## src/hdl/sgp_pkg.sv

```systemverilog
// Purpose: shared constants and types for the six-pin general purpose port
// Assumes: 32-bit APB data, one aligned word per register
// Notes:   byte offsets of the register map, reset values and pad carrier
package sgp_pkg;

    localparam int SGP_PINS = 6;
    localparam int SGP_AW = 8;
    localparam int SGP_SYNC_STAGES = 2;

    // register byte offsets
    localparam logic [SGP_AW-1:0] SGP_OFF_PIN_VALUE = 8'h00;
    localparam logic [SGP_AW-1:0] SGP_OFF_OUTPUT_LATCH = 8'h04;
    localparam logic [SGP_AW-1:0] SGP_OFF_DIRECTION = 8'h08;
    localparam logic [SGP_AW-1:0] SGP_OFF_ANALOG_SELECT = 8'h0c;
    localparam logic [SGP_AW-1:0] SGP_OFF_OPEN_DRAIN = 8'h10;
    localparam logic [SGP_AW-1:0] SGP_OFF_SLEW_LIMIT = 8'h14;

    // values after reset
    localparam logic [SGP_PINS-1:0] SGP_RST_LATCH = 6'h00;
    localparam logic [SGP_PINS-1:0] SGP_RST_DIRECTION = 6'h3f;
    localparam logic [SGP_PINS-1:0] SGP_RST_ANALOG = 6'h3f;
    localparam logic [SGP_PINS-1:0] SGP_RST_OPEN_DRAIN = 6'h00;
    localparam logic [SGP_PINS-1:0] SGP_RST_SLEW = 6'h3f;

    // drive decision for all pads, one bit per pin
    typedef struct packed {
        logic [SGP_PINS-1:0] out;
        logic [SGP_PINS-1:0] oe;
    } sgp_pad_type;

endpackage

```

## src/hdl/sgp_sync.sv

```systemverilog
// Purpose: multi-stage synchroniser for asynchronous pin levels
// Assumes: each bit is an independent level, no bus coherency needed
// Notes:   only the last stage is visible outside
`timescale 1ns/1ps
module sgp_sync
    import sgp_pkg::*;
#(
    parameter int WIDTH = SGP_PINS
) (
    // clock and reset
    input wire logic pclk,
    input wire logic presetn,
    // levels
    input wire logic [WIDTH-1:0] async_in,
    output logic [WIDTH-1:0] sync_out
);

    logic [WIDTH-1:0] meta_q;
    logic [WIDTH-1:0] sync_q;

    // first stage feeds only the second stage
    always_ff @(posedge pclk or negedge presetn) begin
        if (!presetn) begin
            meta_q <= '0;
            sync_q <= '0;
        end else begin
            meta_q <= async_in;
            sync_q <= meta_q;
        end
    end

    assign sync_out = sync_q;

endmodule // sgp_sync

```

## src/hdl/sgp_port.sv

```systemverilog
// Purpose: six-pin bidirectional port with latch, direction, analog select,
//          open-drain and slew controls behind an APB slave
// Assumes: pin inputs asynchronous to pclk; peripheral controls on pclk
// Notes:   zero-wait APB, read data is captured in the setup cycle
//          pads are registered, so every drive change shows one edge late
//          pin reads lag the pads by the two synchroniser edges
//          unmapped addresses answer with an error and change nothing
`timescale 1ns/1ps

// How it works
// - six independent pins, each with direction, latch and read path
// - direction one turns the driver off; zero drives the latch value
// - a write to the pin-value register updates the output latch
// - latch register reads the latch; pin-value register reads the pins
// - pin-value write stores the written bits if lane zero is set, else the current pin levels
// - latch holds the latest value from either register write
// - analog select disables that pin's digital input buffer
// - pins in analog mode read as zero
// - direction still gates the driver of an analog input pin
// - after reset every pin is an input with its driver off
// - digital outputs keep driving a pin in analog mode
// - an enabled analog output forces the digital driver off
// - an enabled peripheral replaces the latch; pin stays readable
// - per-pin open-drain bit makes the driver sink only
// - two-wire serial ownership forces open-drain by itself on a pin whose peripheral is enabled
// - per-pin slew bit limits drive edges when set
// - every reset sets all direction bits to input
// - analog select resets to analog; software clears it for digital use
module sgp_port
    import sgp_pkg::*;
#(
    parameter int PINS = SGP_PINS
) (
    // clock and reset
    input wire logic pclk,
    input wire logic presetn,
    // apb slave
    input wire logic psel,
    input wire logic penable,
    input wire logic pwrite,
    input wire logic [SGP_AW-1:0] paddr,
    input wire logic [31:0] pwdata,
    input wire logic [3:0] pstrb,
    output logic [31:0] prdata,
    output logic pready,
    output logic pslverr,
    // peripheral side, one bit per pin
    input wire logic [PINS-1:0] periph_en,
    input wire logic [PINS-1:0] periph_out,
    input wire logic [PINS-1:0] twowire_own,
    input wire logic [PINS-1:0] analog_out_en,
    output logic [PINS-1:0] periph_in,
    // pads
    input wire logic [PINS-1:0] pin_in,
    output logic [PINS-1:0] pin_out,
    output logic [PINS-1:0] pin_oe,
    output logic [PINS-1:0] pin_slew_limit,
    output logic [PINS-1:0] pin_input_buf_off
);

    logic [PINS-1:0] lat_q;
    logic [PINS-1:0] lat_d;
    logic [PINS-1:0] dir_q;
    logic [PINS-1:0] ana_q;
    logic [PINS-1:0] od_q;
    logic [PINS-1:0] slew_q;
    logic [31:0] rdata_q;
    logic [31:0] rdata_d;
    logic [PINS-1:0] pin_sync;
    logic [PINS-1:0] pin_read;
    logic [PINS-1:0] drv_data;
    logic [PINS-1:0] drv_en;
    logic [PINS-1:0] od_eff;
    sgp_pad_type pad_d;
    sgp_pad_type pad_q;

    // pin levels cross into pclk through two flops before any use
    // a pin read therefore trails the pad by two edges plus the capture edge
    sgp_sync #(
        .WIDTH(PINS)
    ) u_pin_sync (
        .pclk(pclk),
        .presetn(presetn),
        .async_in(pin_in),
        .sync_out(pin_sync)
    );

    // address decode; access phase takes effect, setup phase captures read data
    // decode is full on all address bits, so no register has an alias
    wire setup_ph = psel && !penable;
    wire access_wr = psel && penable && pwrite;
    wire hit_pin = (paddr == SGP_OFF_PIN_VALUE);
    wire hit_lat = (paddr == SGP_OFF_OUTPUT_LATCH);
    wire hit_dir = (paddr == SGP_OFF_DIRECTION);
    wire hit_ana = (paddr == SGP_OFF_ANALOG_SELECT);
    wire hit_od = (paddr == SGP_OFF_OPEN_DRAIN);
    wire hit_slew = (paddr == SGP_OFF_SLEW_LIMIT);
    wire hit_any = hit_pin | hit_lat | hit_dir | hit_ana | hit_od | hit_slew;
    wire lane0 = pstrb[0];
    wire wr_pin = access_wr && hit_pin;
    wire wr_lat = access_wr && hit_lat && lane0;
    wire wr_dir = access_wr && hit_dir && lane0;
    wire wr_ana = access_wr && hit_ana && lane0;
    wire wr_od = access_wr && hit_od && lane0;
    wire wr_slew = access_wr && hit_slew && lane0;

    // write data narrowed once; lanes above zero carry no pin bits
    wire [PINS-1:0] wr_bits = pwdata[PINS-1:0];

    // zero wait states; unmapped addresses answer with an error
    // a write to an unmapped address is dropped, a read returns zero
    assign pready = 1'b1;
    assign pslverr = psel && penable && !hit_any;
    assign prdata = rdata_q;

    // analog pins read zero because their input buffer is off
    // peripherals see the same masked levels that software reads
    assign pin_input_buf_off = ana_q;
    assign pin_read = pin_sync & ~ana_q;
    assign periph_in = pin_read;

    // pin-value write is read-modify-write: an unaddressed byte keeps the
    // pin levels, which can flip latch bits of pins driven by others
    // a write with lane zero set stores the written bits as given
    assign lat_d = wr_pin ? (lane0 ? pwdata[PINS-1:0] : pin_read) :
                   wr_lat ? pwdata[PINS-1:0] : lat_q;

    // read mux for the setup cycle; upper bits read as zero
    // a write cycle leaves the captured word at zero
    always_comb begin
        rdata_d = 32'h0000_0000;
        if (setup_ph && !pwrite) begin
            case (1'b1)
                hit_pin: rdata_d[PINS-1:0] = pin_read;
                hit_lat: rdata_d[PINS-1:0] = lat_q;
                hit_dir: rdata_d[PINS-1:0] = dir_q;
                hit_ana: rdata_d[PINS-1:0] = ana_q;
                hit_od: rdata_d[PINS-1:0] = od_q;
                hit_slew: rdata_d[PINS-1:0] = slew_q;
                default: rdata_d = 32'h0000_0000;
            endcase
        end
    end

    // control registers; all reset values make pins safe inputs
    // the latch reloads every edge from lat_d, which holds it when idle
    always_ff @(posedge pclk or negedge presetn) begin
        if (!presetn) begin
            lat_q <= SGP_RST_LATCH;
            dir_q <= SGP_RST_DIRECTION;
            ana_q <= SGP_RST_ANALOG;
            od_q <= SGP_RST_OPEN_DRAIN;
            slew_q <= SGP_RST_SLEW;
        end else begin
            lat_q <= lat_d;
            if (wr_dir) dir_q <= pwdata[PINS-1:0];
            if (wr_ana) ana_q <= pwdata[PINS-1:0];
            if (wr_od) od_q <= pwdata[PINS-1:0];
            if (wr_slew) slew_q <= pwdata[PINS-1:0];
        end
    end

    // read data register holds through the access phase
    // capturing at setup keeps the read path off the access edge timing
    always_ff @(posedge pclk or negedge presetn) begin
        if (!presetn) begin
            rdata_q <= 32'h0000_0000;
        end else if (setup_ph) begin
            rdata_q <= rdata_d;
        end
    end

    // per-pin drive priority: analog output, then peripheral, then latch
    // the analog output wins so its pad never fights a digital driver
    genvar gi;
    generate
        for (gi = 0; gi < PINS; gi++) begin : g_pin
            // analog select is not consulted here, so digital drive survives it
            assign drv_data[gi] = periph_en[gi] ? periph_out[gi] : lat_q[gi];
            // direction gates every digital driver, analog inputs included
            assign drv_en[gi] = !dir_q[gi] && !analog_out_en[gi];
            // the two-wire owner forces open drain with no register write
            assign od_eff[gi] = od_q[gi] || (periph_en[gi] && twowire_own[gi]);
            // open drain only enables the driver to pull low
            assign pad_d.out[gi] = drv_data[gi];
            assign pad_d.oe[gi] = drv_en[gi] && !(od_eff[gi] && drv_data[gi]);
        end
    endgenerate

    // pads come from flops to keep glitches off the pins
    // the cost is one edge of latency on every drive change
    always_ff @(posedge pclk or negedge presetn) begin
        if (!presetn) begin
            pad_q <= '0;
        end else begin
            pad_q <= pad_d;
        end
    end

    // the pad outputs are the flop outputs, nothing in between
    assign pin_out = pad_q.out;
    assign pin_oe = pad_q.oe;
    assign pin_slew_limit = slew_q;
endmodule // sgp_port

```

## config.mk

```make
export PLATFORM = sky130hd
export DESIGN_NAME = sgp_port
export DESIGN_NICKNAME = d
export VERILOG_FILES = /design/src/hdl/sgp_pkg.sv /design/src/hdl/sgp_sync.sv /design/src/hdl/sgp_port.sv
export SDC_FILE = /design/constraint.sdc
export NUM_CORES = 1
export LEC_CHECK = 0
export ABC_AREA = 1
export BUFFER_PORTS_ARGS = -buffer_cell sky130_fd_sc_hd__clkbuf_2
export CORE_ASPECT_RATIO = 1.2
export CORE_MARGIN = 8
export CORE_UTILIZATION = 46
export CTS_CLUSTER_DIAMETER = 80
export CTS_CLUSTER_SIZE = 14
export DETAILED_ROUTE_END_ITERATION = 10
export GPL_TIMING_DRIVEN = 1
export HOLD_SLACK_MARGIN = 0.08
export PLACE_DENSITY_LB_ADDON = 0.15
export SYNTH_ARGS = -nofsm -noshare
export SYNTH_HDL_FRONTEND = slang
export SYNTH_SLANG_ARGS = --single-unit
```

## constraint.sdc

```tcl
create_clock -name pclk -period 1.2 [get_ports pclk]
set_input_delay 0.12 -clock pclk [delete_from_list [all_inputs] [get_ports pclk]]
set_output_delay 0.12 -clock pclk [all_outputs]
set_load 0.01 [all_outputs]
```

# Word-level counts from Yosys, hierarchy flattened
# Cells that the tools add are included.
# totals
register_bits,86
in_bits,79
out_inout_bits,64
wordCells,107
# classes
eq_ne,5
mux,16
bitwise,7
n_reduce_logical,69
# op_table
operator,count
$mux 6,10
$logic_and 1x1->1,40
$logic_not 1->1,21
$eq 8x4->1 const B,2
$eq 8x5->1 const B,2
$eq 8x3->1 const B,1
$logic_not 8->1,1
$and 6x6->6,1
$logic_or 1x1->1,6
$mux 1,6
$not 6->6,1
$or 1x1->1,5
$reduce_bool 2->1,1

# Longest topological paths before layout
# logic_depth
depth_word,8
depth_mapped,10
mapped_depth_nobuf,10

# Modules after synthesis
# From an unflattened synthesis, not the netlist that was laid out.
# hier_totals
cells_unflattened,363
area_unflattened_um2,3146.8
# modules_own_cells
mod,instances,cells_per_inst,area_per_inst_um2,seq_area_each_um2
sgp_port,1,351,2846.5,1223.7
sgp_sync,1,12,300.3,300.3

# Least setup slack after synthesis
# Ideal clock, no wire load.
# synth_path
path_type,in2reg
from,in paddr[5]
to,reg lat_q[1]
setup_ps,81
arrival_ps,1047
t_required_ps,1119
setup_slack_ps,71
stages,8
path_buffers,1
path_cell_list,inv_1 nand3_4 nor2_8 inv_4 o21ai_4 buf_6 nor2_2 a31oi_2
# synth_between
elab_chain_cells,4
elab_cells_between_ends,7
cone_classes,1 x eq/ne; 1 x mux; 5 x reduce/logical
# synth_lines
item,line_no,source
from (decl),sgp_port.sv:41,"input wire logic [SGP_AW-1:0] paddr,"
$eq 8x3->1,sgp_port.sv:93,wire hit_lat = (paddr == SGP_OFF_OUTPUT_LATCH);
$logic_and 1x1->1 (2 in a row),sgp_port.sv:101,wire wr_lat = access_wr && hit_lat && lane0;
$reduce_bool 2->1 (no line),-,
to (signal assigned),sgp_port.sv:155,lat_q <= lat_d;
to (decl),sgp_port.sv:61,logic [PINS-1:0] lat_q;
# Parallel ways exist; a longest one is shown, timed or not.
# A chain may end at the register's enable or synchronous reset.

# Worst setup path in the final report
# layout_path
from,reg ana_q[4] (netlist: pin_input_buf_off[4])
to,out periph_in[4]
# layout_between
elab_chain_cells,2
# layout_lines
item,line_no,source
from (decl),sgp_port.sv:64,logic [PINS-1:0] ana_q;
from (signal assigned),sgp_port.sv:157,if (wr_ana) ana_q <= pwdata[PINS-1:0];
$not 6->6,sgp_port.sv:119,assign pin_read = pin_sync & ~ana_q;
$and 6x6->6,sgp_port.sv:119,
to (decl),sgp_port.sv:52,"output logic [PINS-1:0] periph_in,"
# Every way passes these cells.

==> parameters.txt <==
Parameter                              Value

GRT
  Largest net degree at the start of global routing    55
  Number of antenna violations at the first check in global routing    0
  GR met1 Demand/Resource    23.72%
  GR Overflow Total    0
  Number of global-route vias before repair    2,895
  Met3 GRT Util    6.166%
  Global-route wire length before repair    14.06 mm
  Met2 track utilization from global routing    31.90%
  Global routing's busiest layer    met2
  GR Util All Layers    19.66%

Die
  I/O pin count    143
  # rows    32
  Overall die height    104.2 µm
  Area of the die    9322 µm²
  Die width    89.48 µm
  Initial standard-cell utilization of the core    46.82%
  Core Box Area    6366 µm²

Worst setup path
  Worst setup path startpoint    pin_input_buf_off[4]
  Critical-path cell with the highest stage delay    sky130_fd_sc_hd__dfstp_2
  Highest fanout seen on the critical path    4
  Crit path max-delay family    flip-flops
  Setup crit end    periph_in[4]
  Slack of the worst reg-to-reg path    0 ps
  Buffering stage count on the worst path with inverters included    1
  Crit path capture type    output pin
  Cell count along the critical path    2
  Worst r2r dst    prdata[0]
  R2R cell count    7
  Peak per-stage delay on the critical path    590 ps
  Worst Setup Path Type    register to output pin
  Worst reg2reg path startpoint    pin_input_buf_off[0]
  Req. time, crit path    1080 ps
  Kind of start point of the critical path    register
  Arrival @ worst endpoint    1100 ps
  Crit-path cells    nor2_4, buf_8

Layout
  Total Nets Final    602
  Diodes inserted    0
  Area growth from synthesis to final layout    50.29%
  Non-filler instance count after layout    613
  Proportion of layout cells with a drive suffix above 1    37.12%
  Layout Utilization    70.36%

STA
  Final hold violation count    0
  Highest clock frequency the design can meet    822.3 MHz
  Part of the cycle the worst path needs    101.3%
  Setup violation total in the final timing report    6
  Time the worst path needs with I/O delays and setup    1216 ps
  Clock tree skew after final layout    7.465 ps
  Tightest hold margin    94.53 ps
  Worst Slack Setup Final    -16.06 ps
  Final number of max-transition violations    0
  RSZ-0062 raised after global routing    true

Job
  Count of max-cap constraint violations    0

Synth
  Number of flops mapped to enable cells by yosys    0
  Cell count after synthesis    351
  Most frequently used cell type in the post-synthesis netlist    sky130_fd_sc_hd__nand2_1
  XOR/XNOR share of the synthesized area    0%
  Synth Flop Type    sky130_fd_sc_hd__dfrtp_1
  Share of the synthesized area in the top cell type    35.26%
  Complex-gate fraction of the synthesized area    12.05%
  Adder-cell area share of the yosys netlist    0%
  Post-synthesis instance area    2980 µm²
  Mean Syn Cell Area    8.491 µm²
  Mux contribution to synthesized area    0%
  Post-synthesis simple-gate area fraction    23.09%
  Post-synthesis register bit count    60
  Sequential-to-total area share from yosys stat    51.13%
  Number of synthesis warnings    0
  Ranking of synthesized cells by instance count    93 x sky130_fd_sc_hd__nand2_1, 42 x sky130_fd_sc_hd__dfrtp_1, 42 x sky130_fd_sc_hd__inv_1
  Ys async rst share    100.0%
  Synth area leader    sky130_fd_sc_hd__dfrtp_1
  Largest family of logic cells by synthesized area    simple AND/OR/NAND/NOR gates
  Number of library cell types mapped by synthesis    34
  Top area cells in the synthesized netlist    sky130_fd_sc_hd__dfrtp_1 35%, sky130_fd_sc_hd__dfstp_2 16%, sky130_fd_sc_hd__nand2_1 12%, sky130_fd_sc_hd__buf_4 6.8%, sky130_fd_sc_hd__o21ai_0 5.5%

Status
  Outcome    finished, violations left
  Violated checks    setup timing

Power
  Ratio of total power to cell area    1075 nW/µm²
  Maximum vdd drop    0.001192 V
  Standby leakage power    0.002328 µW

Routing
  Sum of routed wire length over all layers    8.954 mm
  Remaining number of nets flagged by the antenna check after routing    0
  Total number of vias    2,854
  Via density    4.656
  Post-route DRC violation count    0
  Iteration-0 DRC count of the detailed router    170
  Wire length per cell    14.61 µm
  First-pass iteration count of the detailed router    4

Clocking
  Number of buffers on the longest clock path    2
  Insertion delay of the later-clocked pin in the worst-skew pair    330 ps
  Clk pin slew, worst setup/hold paths    70 ps
  Buffer cell driving the clock tree root    sky130_fd_sc_hd__clkbuf_8
  H-tree levels    3
  CTS tree    done
  Number of buffers created by CTS    9
  Number of clock sinks    60

Worst hold path
  Path category of the worst min-delay check    primary input to register

Place
  DP Cell Count    549
  Post-detailed-placement half-perimeter wirelength    6.359 mm
  Routability congestion estimate    0.8679
  Buffers on Ports    86
[worst min-delay path by stage]
| stage | cells after the start | end | from | slack, ps |
|---|---|---|---|---|
| after global routing | 3 | pin_input_buf_off[5] | pwdata[5] | 90 |
| after global placement | 1 | pin_out[5] | presetn | -20 |
| after detailed placement | 1 | pin_oe[5] | presetn | -20 |
| after floorplan | 0 | lat_q[0] | presetn | -180 |
| after CTS | 3 | pin_input_buf_off[5] | pwdata[5] | 80 |
| final | 3 | pin_input_buf_off[5] | pwdata[5] | 90 |
[report_power, final]
group	internal [µW]	leakage, µW	switching (µW)	total (µW)
Combinational	270	0.00151	308	578
Sequential	2090	0.000697	25.8	2120
Clock	1330	0.000122	788	2120
Total	3690	0.00233	1120	4820
[cell type report]
type | instances | area (µm²)
Clock inverter | 4 | 70.07
Clock buffer | 12 | 165.2
Sequential cell | 60 | 1524
Inverter | 43 | 163.9
Multi-Input combinational cell | 240 | 1229
Timing Repair Buffer | 169 | 1221
Fill cell | 524 | 1887
Tap cell | 85 | 106.4
[logic make-up after synthesis]
logic type / count (synthesis)
other: 2
AOI/OAI and AO/OA: 61
buffers and inverters: 76
DFF: 60
and+or+nand+nor: 152
[sequential cells by signal, summed over array words and instances (netlist names)]
register             count
dir_q                    6
pin_input_buf_off        6
pin_out                  6
u_pin_sync.meta_q        6
u_pin_sync.sync_out      6
prdata                   6
lat_q                    6
pin_oe                   6
pin_slew_limit           6
od_q                     6
[metrics by stage]
step	TNS (ps)	area, µm²	setup WS, ps	total power (µW)
global route	-526.7	4479	-73.52	5020
CTS	-120.7	4375	-27.35	4823
detailed placement	-4750	3649	-229.4	2575
global placement	-4205	3649	-209.6	2566
floorplan	0	3074	71.31	2400
finish	-37.97	4479	-16.06	4816
[tightest hold or removal path, delay by kind of cell]
family	cells	cell delay (ps)
buffers and inverters	2	190
AO/OA/AOI/OAI	1	110
[cells in the final DEF (no fill, tap or decap), types with 4 or more instances in the layout]
master / instances
sky130_fd_sc_hd__a211oi_1: 6
sky130_fd_sc_hd__buf_4: 44
sky130_fd_sc_hd__nand2_1: 90
sky130_fd_sc_hd__buf_2: 5
sky130_fd_sc_hd__nand3_1: 10
sky130_fd_sc_hd__conb_1: 27
sky130_fd_sc_hd__dlygate4sd3_1: 36
sky130_fd_sc_hd__o21ai_0: 33
sky130_fd_sc_hd__clkbuf_2: 73
sky130_fd_sc_hd__nor2_1: 24
sky130_fd_sc_hd__a21oi_1: 7
sky130_fd_sc_hd__inv_1: 41
sky130_fd_sc_hd__buf_6: 8
sky130_fd_sc_hd__nand2_2: 4
sky130_fd_sc_hd__clkbuf_8: 12
sky130_fd_sc_hd__dfrtp_1: 42
sky130_fd_sc_hd__dfstp_2: 18
sky130_fd_sc_hd__nand4_1: 4
sky130_fd_sc_hd__nor2_4: 11
[layer usage]
layer  part of all wire (%)  vias to the layer above
met4                    2.5                        0
met3                    8.0                       18
li1                       -                     1405
met1                     41                     1308
met2                     49                      123
met5                      0                        -
[what timing repair did]
action / in CTS / in global routing
pin swaps: 5 / 9
hold buffers: 36 / 0
setup endpoints to repair: 9 / 18
resized for setup: 16 / 30
gates cloned: 0 / 0
buffers inserted: 9 / 3
endpoints found under the hold margin: 70 / 0
Note: power is estimated with default switching activity, not from simulation.
